<file path="src/pkg/aise_pkg.sv">
// constants for the auxiliary interrupt status / enable register pair
// assumes a 32-bit apb slave port with byte addresses on 8 bits
package aise_pkg;

    // ----------------------------------------------------------------
    // widths
    // ----------------------------------------------------------------
    localparam int unsigned DATA_W  = 32;
    localparam int unsigned ADDR_W  = 8;
    localparam int unsigned ALIAS_W = 15;
    localparam int unsigned STATE_W = 3;
    localparam int unsigned STRB_W  = 4;

    // ----------------------------------------------------------------
    // register byte addresses
    // ----------------------------------------------------------------
    localparam logic [7:0] PRI_STAT_ADDR = 8'h10;
    localparam logic [7:0] PRI_EN_ADDR   = 8'h14;
    localparam logic [7:0] AUX_STAT_ADDR = 8'h80;
    localparam logic [7:0] AUX_EN_ADDR   = 8'h84;

    // ----------------------------------------------------------------
    // field positions; flag bits are shared by the status and enable words
    // ----------------------------------------------------------------
    localparam int unsigned TX_EARLY_BIT = 31;
    localparam int unsigned RX_EARLY_BIT = 30;
    localparam int unsigned XCVR_BIT     = 29;
    localparam int unsigned TX_DEFER_BIT = 28;
    localparam int unsigned PAUSE_BIT    = 26;
    localparam int unsigned BUS_ERR_LSB  = 23;
    localparam int unsigned TX_STATE_LSB = 20;
    localparam int unsigned RX_STATE_LSB = 17;
    localparam int unsigned ADD_NORM_BIT = 16;
    localparam int unsigned ADD_ABN_BIT  = 15;
    localparam int unsigned PRI_NORM_BIT = 16;
    localparam int unsigned PRI_ABN_BIT  = 15;

    // ----------------------------------------------------------------
    // masks and reset values
    // ----------------------------------------------------------------
    // storage bits of the latched flags and of the enables
    localparam logic [31:0] FLAG_MASK     = 32'hF401_FFFF;
    localparam logic [31:0] EN_MASK       = 32'hF401_FFFF;
    // added normal sources (tx early, rx early)
    localparam logic [31:0] ADD_NORM_MASK = 32'hC000_0000;
    // added abnormal sources (transceiver, tx deferred, pause)
    localparam logic [31:0] ADD_ABN_MASK  = 32'h3400_0000;
    // which primary events count as normal; the rest are abnormal
    localparam logic [14:0] PRI_NORM_SRC  = 15'h0045;
    localparam logic [31:0] AUX_STAT_RST  = 32'h2000_8000;
    localparam logic [31:0] AUX_EN_RST    = 32'h0000_0000;

endpackage : aise_pkg

</file>
<file path="src/pkg/aise_flag_if.sv">
// carrier between the register front end and the latched flag bank
// assumes both ends sit on the same clock
interface aise_flag_if;
    logic [31:0] set;   // one-cycle set requests per bit
    logic [31:0] clr;   // one-cycle write-one-clear requests per bit
    logic [31:0] flags; // latched flags

    modport bank (input set, input clr, output flags);
    modport user (output set, output clr, input flags);
endinterface : aise_flag_if

</file>
<file path="src/logic/aise_flag_bank.sv">
// latched high flags, cleared by a one written to the bit
// assumes set and clr come from logic on pclk
module aise_flag_bank
    import aise_pkg::*;
(
    input  wire logic pclk,    // bus clock
    input  wire logic presetn, // async reset, active low
    aise_flag_if.bank fl       // set / clear requests and flags
);

    // ----------------------------------------------------------------
    // one flop per storage bit, constant zero elsewhere
    // ----------------------------------------------------------------
    genvar i;
    generate
        for (i = 0; i < DATA_W; i++) begin : g_bit
            if (FLAG_MASK[i]) begin : g_store
                logic flag;
                logic next_flag;
                // set beats a clear in the same cycle, so no event is lost
                always_comb begin
                    next_flag = (flag & ~fl.clr[i]) | fl.set[i];
                end
                // reset value per bit; some flags start high
                always_ff @(posedge pclk or negedge presetn) begin
                    if (!presetn) begin
                        flag <= AUX_STAT_RST[i];
                    end else begin
                        flag <= next_flag;
                    end
                end
                assign fl.flags[i] = flag;
            end else begin : g_none
                assign fl.flags[i] = 1'b0;
            end
        end
    endgenerate

endmodule : aise_flag_bank

</file>
<file path="src/logic/aise_top.sv">
// auxiliary interrupt status and enable registers behind an apb slave
// assumes event inputs and engine states come from logic on pclk
//
// Function
// - read-only three-bit transmit engine state field
// - read-only three-bit receive engine state field
// - added-normal summary at bit 16, latched, resets 0
// - added-abnormal summary at bit 15, latched, resets 1
// - low 15 status bits alias primary status
// - latched flags clear only on written one
// - tx early enable, bit 31, resets 0
// - rx early enable, bit 30, resets 0
// - transceiver enable, bit 29, resets 0
// - tx deferred enable, bit 28, resets 0
// - pause enable bit 26; 27, 25..17 reserved
// - tx early flag set when enabled and moved
// - rx early flag set when enabled and filled
// - added-normal enable folds early into normal summary
// - added-abnormal enable folds added abnormal into summary
//
// The implementer's own choice: the APB interface to the registers.
module aise_top
    import aise_pkg::*;
(
    input  wire logic               pclk,                     // bus clock
    input  wire logic               presetn,                  // async reset, low
    input  wire logic               psel,                     // apb select
    input  wire logic               penable,                  // apb access phase
    input  wire logic               pwrite,                   // apb direction
    input  wire logic [ADDR_W-1:0]  paddr,                    // apb byte address
    input  wire logic [DATA_W-1:0]  pwdata,                   // apb write data
    input  wire logic [STRB_W-1:0]  pstrb,                    // apb byte strobes
    output logic      [DATA_W-1:0]  prdata,                   // apb read data
    output logic                    pready,                   // apb ready
    output logic                    pslverr,                  // unmapped address
    input  wire logic               tx_early_evt,             // packet moved to tx fifo
    input  wire logic               rx_early_evt,             // first rx descriptor full
    input  wire logic               xcvr_evt,                 // transceiver event
    input  wire logic               tx_defer_evt,             // transmit deferred
    input  wire logic               pause_evt,                // pause frame received
    input  wire logic [ALIAS_W-1:0] primary_evt,              // primary status events
    input  wire logic [STATE_W-1:0] transmit_engine_state,    // tx engine state
    input  wire logic [STATE_W-1:0] receive_engine_state,     // rx engine state
    input  wire logic [STATE_W-1:0] bus_err_type,             // bus error type
    output logic                    irq,                      // interrupt request
    output logic                    primary_normal_summary,   // primary normal summary
    output logic                    primary_abnormal_summary  // primary abnormal summary
);

    // ----------------------------------------------------------------
    // flag bank
    // ----------------------------------------------------------------
    aise_flag_if fl ();

    aise_flag_bank u_flags (
        .pclk    (pclk),
        .presetn (presetn),
        .fl      (fl.bank)
    );

    // ----------------------------------------------------------------
    // bus decode
    // ----------------------------------------------------------------
    logic              access;
    logic              commit;
    logic              wr;
    logic              hit_pri_stat;
    logic              hit_pri_en;
    logic              hit_aux_stat;
    logic              hit_aux_en;
    logic              hit_any;
    logic [DATA_W-1:0] wmask;
    logic [DATA_W-1:0] wbits;

    // access waits one cycle for the registered ready
    always_comb begin
        access       = psel & penable & ~pready;
        commit       = psel & penable & pready;
        wr           = commit & pwrite;
        hit_pri_stat = (paddr == PRI_STAT_ADDR);
        hit_pri_en   = (paddr == PRI_EN_ADDR);
        hit_aux_stat = (paddr == AUX_STAT_ADDR);
        hit_aux_en   = (paddr == AUX_EN_ADDR);
        hit_any      = hit_pri_stat | hit_pri_en | hit_aux_stat | hit_aux_en;
        for (int b = 0; b < STRB_W; b++) begin
            wmask[b*8 +: 8] = {8{pstrb[b]}};
        end
        wbits = pwdata & wmask;
    end

    // ----------------------------------------------------------------
    // enable register
    // ----------------------------------------------------------------
    logic [DATA_W-1:0] en;
    logic [DATA_W-1:0] next_en;

    // the low alias bits are one store seen at two addresses
    always_comb begin
        next_en = en;
        if (wr && hit_aux_en) begin
            next_en = ((en & ~wmask) | wbits) & EN_MASK;
        end else if (wr && hit_pri_en) begin
            next_en[ALIAS_W-1:0] = (en[ALIAS_W-1:0] & ~wmask[ALIAS_W-1:0])
                                 | wbits[ALIAS_W-1:0];
        end
    end

    always_ff @(posedge pclk or negedge presetn) begin
        if (!presetn) begin
            en <= AUX_EN_RST;
        end else begin
            en <= next_en;
        end
    end

    // ----------------------------------------------------------------
    // set and clear requests to the flag bank
    // ----------------------------------------------------------------
    logic [DATA_W-1:0] evt;
    logic [DATA_W-1:0] set_vec;
    logic [DATA_W-1:0] clr_vec;

    // early flags latch only while their enable is on
    always_comb begin
        evt                       = '0;
        evt[TX_EARLY_BIT]         = tx_early_evt;
        evt[RX_EARLY_BIT]         = rx_early_evt;
        evt[XCVR_BIT]             = xcvr_evt;
        evt[TX_DEFER_BIT]         = tx_defer_evt;
        evt[PAUSE_BIT]            = pause_evt;
        set_vec                   = '0;
        set_vec[TX_EARLY_BIT]     = evt[TX_EARLY_BIT] & en[TX_EARLY_BIT];
        set_vec[RX_EARLY_BIT]     = evt[RX_EARLY_BIT] & en[RX_EARLY_BIT];
        set_vec[XCVR_BIT]         = evt[XCVR_BIT];
        set_vec[TX_DEFER_BIT]     = evt[TX_DEFER_BIT];
        set_vec[PAUSE_BIT]        = evt[PAUSE_BIT];
        set_vec[ADD_NORM_BIT]     = |(evt & en & ADD_NORM_MASK);
        set_vec[ADD_ABN_BIT]      = |(evt & en & ADD_ABN_MASK);
        set_vec[ALIAS_W-1:0]      = primary_evt;
    end

    // a one written clears; zeros and reserved bits do nothing
    always_comb begin
        clr_vec = '0;
        if (wr && hit_aux_stat) begin
            clr_vec = wbits & FLAG_MASK;
        end else if (wr && hit_pri_stat) begin
            clr_vec[ALIAS_W-1:0] = wbits[ALIAS_W-1:0];
        end
    end

    assign fl.set = set_vec;
    assign fl.clr = clr_vec;

    // ----------------------------------------------------------------
    // summaries and interrupt request
    // ----------------------------------------------------------------
    logic [DATA_W-1:0] armed;
    logic              next_pri_norm;
    logic              next_pri_abn;
    logic              next_irq;

    // summary bits follow the flags a cycle late; they hold no state
    always_comb begin
        armed         = fl.flags & en & FLAG_MASK;
        next_pri_norm = |(armed[ALIAS_W-1:0] & PRI_NORM_SRC)
                      | (en[ADD_NORM_BIT] & |(armed & ADD_NORM_MASK));
        next_pri_abn  = |(armed[ALIAS_W-1:0] & ~PRI_NORM_SRC)
                      | (en[ADD_ABN_BIT] & |(armed & ADD_ABN_MASK));
        next_irq      = |armed;
    end

    always_ff @(posedge pclk or negedge presetn) begin
        if (!presetn) begin
            primary_normal_summary   <= 1'b0;
            primary_abnormal_summary <= 1'b0;
            irq                      <= 1'b0;
        end else begin
            primary_normal_summary   <= next_pri_norm;
            primary_abnormal_summary <= next_pri_abn;
            irq                      <= next_irq;
        end
    end

    // ----------------------------------------------------------------
    // read data
    // ----------------------------------------------------------------
    logic [DATA_W-1:0] aux_stat_rd;
    logic [DATA_W-1:0] pri_stat_rd;
    logic [DATA_W-1:0] rd_mux;

    // engine states are live views; they raise no interrupt
    always_comb begin
        aux_stat_rd = fl.flags & FLAG_MASK;
        aux_stat_rd[TX_STATE_LSB +: STATE_W] = transmit_engine_state;
        aux_stat_rd[RX_STATE_LSB +: STATE_W] = receive_engine_state;
        aux_stat_rd[BUS_ERR_LSB +: STATE_W]  = bus_err_type;
        pri_stat_rd                          = '0;
        pri_stat_rd[ALIAS_W-1:0]             = fl.flags[ALIAS_W-1:0];
        pri_stat_rd[PRI_NORM_BIT]            = primary_normal_summary;
        pri_stat_rd[PRI_ABN_BIT]             = primary_abnormal_summary;
        rd_mux = '0;
        if (hit_aux_stat) begin
            rd_mux = aux_stat_rd;
        end else if (hit_aux_en) begin
            rd_mux = en & EN_MASK;
        end else if (hit_pri_stat) begin
            rd_mux = pri_stat_rd;
        end else if (hit_pri_en) begin
            rd_mux[ALIAS_W-1:0] = en[ALIAS_W-1:0];
        end
    end

    // ----------------------------------------------------------------
    // apb answer
    // ----------------------------------------------------------------
    logic [DATA_W-1:0] next_prdata;
    logic              next_pready;
    logic              next_pslverr;

    // one wait state keeps every answer straight from a flop
    always_comb begin
        next_pready  = access;
        next_pslverr = access & ~hit_any;
        next_prdata  = prdata;
        if (access) begin
            next_prdata = (pwrite || !hit_any) ? '0 : rd_mux;
        end
    end

    always_ff @(posedge pclk or negedge presetn) begin
        if (!presetn) begin
            prdata  <= '0;
            pready  <= 1'b0;
            pslverr <= 1'b0;
        end else begin
            prdata  <= next_prdata;
            pready  <= next_pready;
            pslverr <= next_pslverr;
        end
    end

endmodule : aise_top

</file>
<file path="config.mk">
export PLATFORM = sky130hd
export DESIGN_NAME = aise_top
export DESIGN_NICKNAME = d
export VERILOG_FILES = /design/src/pkg/aise_pkg.sv /design/src/pkg/aise_flag_if.sv /design/src/logic/aise_flag_bank.sv /design/src/logic/aise_top.sv
export SDC_FILE = /design/constraint.sdc
export NUM_CORES = 1
export LEC_CHECK = 0
export BUFFER_PORTS_ARGS = -buffer_cell sky130_fd_sc_hd__buf_2
export CORE_MARGIN = 10
export CORE_UTILIZATION = 54
export DETAILED_ROUTE_END_ITERATION = 7
export PLACE_DENSITY = 0.84
export RECOVER_POWER = 50
export SLEW_MARGIN = 10
export SYNTH_ARGS = -nofsm -noshare
export SYNTH_HDL_FRONTEND = slang
export SYNTH_SLANG_ARGS = --single-unit
export TNS_END_PERCENT = 20
</file>
<file path="constraint.sdc">
create_clock -name pclk -period 3.6 [get_ports pclk]
set_input_delay 0.36 -clock pclk [delete_from_list [all_inputs] [get_ports pclk]]
set_output_delay 0.36 -clock pclk [all_outputs]
set_load 0.005 [all_outputs]
</file>
== After elaboration in Yosys (flattened, before gate mapping) ==
Cells that the tools add are included.

* Equality and inequality tests: 4
* Mux-type cells: 11
* Bitwise operators: 91
* Reduce and logical (&&, ||, !) cells: 14

{| class="wikitable"
|+ Operators with widths
! kind !! number
|-
| 32-bit AND || 4
|-
| 32-bit two-way mux || 3
|-
| 15-bit two-way mux || 6
|-
| 32-bit inverter || 1
|-
| 32-bit OR || 1
|-
| 1-bit AND || 31
|-
| 1-bit OR || 27
|-
| 1-bit inverter || 24
|-
| 22-bit OR reduction || 1
|-
| 17-bit two-way mux || 1
|-
| 8-bit by 5-bit == test with 1-bit output (second input constant) || 2
|-
| 8-bit == test (second input constant) || 2
|-
| 15-bit AND || 1
|-
| 15-bit inverter || 1
|-
| 15-bit OR || 1
|-
| 12-bit OR reduction || 1
|-
| 3-bit OR reduction || 3
|-
| 1-bit logical AND || 4
|-
| 2-bit OR reduction || 2
|-
| 2-bit two-way mux || 1
|-
| 2-bit nonzero test || 1
|-
| 1-bit logical NOT || 1
|-
| 1-bit logical OR || 1
|}

* Register bits: 81
* Bits of input ports: 78
* Output and inout port bits: 37
* Logic and storage cells: 150

== Logic depth before layout (Yosys ltp) ==
* Depth in word-level cells: 9
* Mapped depth: 5
* Mapped depth without buffers: 4

== Cells and area by module ==
From an unflattened synthesis, not the netlist that was laid out.

* Cell total of the unflattened synthesis: 342
* Area total of the unflattened synthesis: 3,804.9 sq um

{| class="wikitable"
|+ By module, submodules not included
! module !! instances !! cells an instance !! area each (sq um) !! seq. area each (sq um)
|-
| aise_top || 1 || 243 || 2,760.1 || 1,451.4
|-
| aise_flag_bank || 1 || 99 || 1,044.8 || 553.0
|}

== Worst setup path before layout ==
No wires, ideal clock.

* Path type: input port to flip-flop
* Start: input port paddr[2]
* End: register u_flags.g_bit[30].g_store.flag
* Arrival: 1.383 ns
* Required time: 3.479 ns
* Setup slack: 2.096 ns
* Stages: 5
* Path through: buf_2 -> nor4_4 -> and4_1 -> nand2_1 -> a22o_1

* Longest elaborated chain between the ends: 6

{| class="wikitable"
|+ RTL lines
! item !! line !! RTL
|-
| from (decl) || aise_top.sv:30 || <nowiki>input wire logic [ADDR_W-1:0] paddr,</nowiki>
|-
| 8-bit == test || aise_top.sv:82 || <nowiki>hit_aux_stat = (paddr == AUX_STAT_ADDR);</nowiki>
|-
| 1-bit logical AND || aise_top.sv:145 || <nowiki>if (wr && hit_aux_stat) begin</nowiki>
|-
| 17-bit two-way mux || aise_top.sv:145 ||
|-
| 1-bit inverter || aise_flag_bank.sv:22 || <nowiki>next_flag = (flag & ~fl.clr[i]) | fl.set[i];</nowiki>
|-
| 1-bit AND || aise_flag_bank.sv:22 ||
|-
| 1-bit OR || aise_flag_bank.sv:22 ||
|-
| named net u_flags.g_bit[30].g_store.next_flag || aise_flag_bank.sv:19 || <nowiki>logic next_flag;</nowiki>
|-
| to (signal assigned) || aise_flag_bank.sv:27 || <nowiki>flag <= AUX_STAT_RST[i];</nowiki>
|-
| to (signal assigned) || aise_flag_bank.sv:29 || <nowiki>flag <= next_flag;</nowiki>
|-
| to (decl) || aise_flag_bank.sv:18 || <nowiki>logic flag;</nowiki>
|}

The timed path passes the listed nets, and every way through them passes these cells.
A chain may end at the register's enable or synchronous reset.

== Final worst setup path ==
* Start: input port paddr[2]
* End: register u_flags.g_bit[14].g_store.flag

* Longest elaborated chain between the ends: 7
* Elaborated cells on any way between the ends: 9
* Those cells by class: 2 x eq/ne; 2 x mux; 3 x bitwise; 2 x reduce/logical

{| class="wikitable"
|+ RTL lines
! item !! line !! RTL
|-
| 8-bit by 5-bit == test with 1-bit output || aise_top.sv:80 || <nowiki>hit_pri_stat = (paddr == PRI_STAT_ADDR);</nowiki>
|-
| 1-bit logical AND || aise_top.sv:147 || <nowiki>end else if (wr && hit_pri_stat) begin</nowiki>
|-
| 15-bit two-way mux || aise_top.sv:147 ||
|-
| 15-bit two-way mux * || aise_top.sv:145 ||
|-
| 1-bit inverter * || aise_flag_bank.sv:22 ||
|-
| 1-bit AND * || aise_flag_bank.sv:22 ||
|-
| 1-bit OR * || aise_flag_bank.sv:22 ||
|-
| named net u_flags.g_bit[14].g_store.next_flag || aise_flag_bank.sv:19 ||
|-
| to (signal assigned) || aise_flag_bank.sv:27 ||
|-
| to (signal assigned) || aise_flag_bank.sv:29 ||
|-
| to (decl) || aise_flag_bank.sv:18 ||
|}

The timed path passes the listed nets; every way through them passes the cells marked *.

==> metrics.md <==
| Metric | Value |
|---|---|
| Net Sw Power | slightly below 0.4 mW |
| Yosys top cell area share | 0.555 |
| Antenna fix cells | 0 |
| Largest net degree at the start of global routing | just over 80 |
| Status | finished with violations |
| Design Area, Final | between 4000 and 5000 um2 |
| Layout area overhead | 21.7% |
| Reg2Reg Depth | 4 |
| Peak supply drop | roughly 0.00024 V |
| Worst-path clk slew | ~0.080 ns |
| Final min period | around 1.8 ns |
| Multi-input gate area | between 1000 and 1500 um2 |
| Worst-path cell chain | buf_2, nor4_4, nand2_1, nor2_1, a31oi_1 |
| Mux cell area share after synthesis | 0.133 |
| Sum of negative setup slack | 0 ns |
| Synth Net Count | about 380 |
| CTS tree | built |
| Syn Area/Cell | between 10 and 15 um2 |
| Clk network pwr share | 0.395 |
| Max Used Layer | met4 |
| Worst rel slew slack | -0.274 |
| Setup slack after layout | around 1.8 ns |
| Slew @ Worst Pin | 1.91 ns |
| Die Ht | 101 um |
| Die Wd | between 100 and 150 um |
| Synth Instances | roughly 300 |
| R2R Path End | prdata[15] |
| Comb power frac | 0.070 |
| Placer congestion estimate | roughly 0.84 |
| Crit path kind | in -> reg |
| Number of enable flip-flop cells after synthesis | 0 |
| First-pass GRT wire length | between 10000 and 15000 um |
| Crit path from | paddr[2] |
| Levels on crit path | 5 |
| Post-CTS Setup Inserts | 0 |
| Grt total ovfl | 0 |
| Worst path slowest cell | nor2_1 |
| Row cnt | 29 |
| Register area share after synthesis | 0.570 |
| Worst setup SP type | input port |
| Fill count | roughly 490 |
| Full die area | ~10000 um2 |
| Worst setup endpoint | u_flags.g_bit[14].g_store.flag |
| Skew final | ~0.0076 ns |
| RSZ-0062 raised after global routing | no |
| Initial antenna violation count | 0 |
| Main combinational cell family by area after synthesis | compound AO/OA/AOI/OAI gates |
| Sink Count | 80 |
| Compound-Gate Fraction of Synth Area | 0.135 |
| MaxCap Viol Count | 1 |
| Htree depth | 3 |
| Ports | 115 |
| Synth Area in XOR/XNOR | 0.00249 |
| Area share of fa/ha/maj cells after synthesis | 0 |
| Cell internal pwr | approximately 1.3 mW |
| Drt pass-1 iters | 4 |
| Buffers and inverters on the worst path | 1 |
| Top post-synthesis cells by area | dfrtp_1 (56%), mux2i_1 (5.7%), mux2_2 (5.4%) |
| Critical Path Fanout Max | 26 |
| Hold_buf cts | 0 |
| Post-Syn Area | ~3500 um2 |
| Reg area | about 2000 um2 |
| Area after DPL | between 4000 and 5000 um2 |
| Initial core utilization | 0.553 |
| Sequential power share | 0.535 |
| Iter 0 DRT Violations | 152 |
| # DRC | 0 |
| #FFs+latches synth | 80 |
| F_max | ~540 MHz |
| Final nets | 485 |
| Longest Clk Path Bufs | 2 |
| Root Driver | clkbuf_8 |
| Count of final setup violators | 0 |
| PD cells | 397 nW/um2 |
| Drt total wl | approximately 8700 um |
| Top_reg_cell synth | dfrtp_1 |
| P_leak | 2.15 nW |
| CP Data Required Time | ~3.8 ns |
| Synth Warn # | 0 |
| Netlist cell types | 42 |
| Post_cts resized | 0 |
| Worst flop-to-flop path startpoint | pready |
| Max-slew violations | 81 |
| Failing checks | capacitance limit, slew limit |
| Worst Hold Depth | 2 |
| Slowest stage delay, CP | approximately 0.55 ns |
| Layout cells sized above 1 | 0.342 |
| Simple logic cell fraction of the synthesized area | 0.128 |
| Period utilization | 0.511 |
| Final hold vios | 0 |
| Vias in the first global route | a little under 3000 |
| Via count | about 2700 |
| Via density | around 5.6 |
| Crit path max-delay family | simple AND/OR/NAND/NOR gates |
| Core Region | 6350 um2 |
| Async set-or-reset flop fraction in the synthesized netlist | 1.00 |
| Clk_lat worst skew | around 0.34 ns |
| DPL Wire Length | 6410 um |
| Port bufs | 103 |
| Crit. End Element | flip-flop |
| CP arrival | between 2 and 2.5 ns |
| Reg2Reg Setup Slack | around 1.8 ns |
| Total track usage | 0.173 |
| Num CTS Buffers | 9 |
| Hold Path Class | in -> reg |
| Pre-CTS WS | around 1.4 ns |
| Sw Ratio | 0.229 |
| Hold slack final | just under 0.2 ns |
| Synth area leader | dfrtp_1 |
| ANT nets after route | 0 |
| Met2 WL | 4310 um |
| Routed met1 length | 3610 um |
| Wire length on met3 | between 600 and 700 um |
| WL/cell | approximately 18 um |
## cell families after synthesis
family	count (synthesis)
and+or+nand+nor	81
DFF	80
AOI/OAI and AO/OA	70
muxes	42
buffers and inverters	26
xor gates and xnor gates	1
other	1
## cell type report
cell class              count  area share
inverters                  17      0.0149
clock buffers              11      0.0354
multi-input cells         195       0.328
clock inverters             5      0.0126
well taps                  77      0.0225
repair buffers            104       0.118
flip-flops and latches     80       0.469
## worst reg2reg max path: stages (launching register included)
cell and delay [ns]:
dfrtp_1 0.39, nand3b_1 0.46, nor3b_2 0.34, nand2_2 0.25, o31ai_1 0.30
## worst min path at each step
stage	from	to	slack, ns
after floorplan	presetn	async pin	0.06
after global placement	prdata[1]	prdata[1]	0.46
after detailed placement	prdata[28]	prdata[28]	0.47
after CTS	pwdata[8]	u_flags.g_bit[8].g_store.flag	0.19
after global routing	pwdata[8]	u_flags.g_bit[8].g_store.flag	0.19
final	pwdata[6]	u_flags.g_bit[6].g_store.flag	0.20
## per-layer routing
metal,global-route usage,vias to the layer above
li1,-,1292
met1,0.205,1321
met2,0.289,92
met3,0.0535,11
met4,0.0630,0
met5,0,-
## stage by stage
step	utilization	power, mW	std cells
after floorplan	-	0.968	301
after global placement	0.645	1.04	473
after global routing	0.673	1.77	489
after detailed placement	0.645	1.05	473
final	0.673	1.70	489
after CTS	0.677	1.71	489
## synthesized netlist by cell type, types with 2 or more instances
| master | number |
|---|---|
| a21o_1 | 3 |
| a221oi_1 | 4 |
| a222oi_1 | 3 |
| a22o_1 | 16 |
| a22oi_1 | 2 |
| a31oi_1 | 15 |
| and4_1 | 3 |
| buf_2 | 5 |
| clkbuf_1 | 3 |
| dfrtp_1 | 78 |
| dfstp_2 | 2 |
| inv_1 | 17 |
| mux2_2 | 17 |
| mux2_4 | 5 |
| mux2i_1 | 20 |
| nand2_1 | 38 |
| nand2_2 | 2 |
| nand3_1 | 3 |
| nor2_1 | 18 |
| nor2_4 | 2 |
| o21ai_0 | 24 |
## placed cells by master, fill, tap and decap left out, drive strengths merged, types with 15 or more instances in the layout
| cell | Yosys | layout |
|---|---|---|
| a22o | 16 | 16 |
| a31oi | 15 | 15 |
| buf | 6 | 88 |
| clkbuf | 3 | 27 |
| dfrtp | 78 | 78 |
| inv | 17 | 18 |
| mux2 | 22 | 22 |
| mux2i | 20 | 20 |
| nand2 | 41 | 41 |
| nor2 | 20 | 20 |
| o21ai | 25 | 25 |
## power groups by stage
stage	clock network [mW]	logic [mW]	registers (mW)
6_report	0.670	0.119	0.909
5_1_grt	0.729	0.133	0.910
4_1_cts	0.679	0.121	0.909
3_5_place_dp	0	0.120	0.927
3_3_place_gp	0	0.117	0.926
2_1_floorplan	0	0.0419	0.926
(Power assumes the default switching activity.)
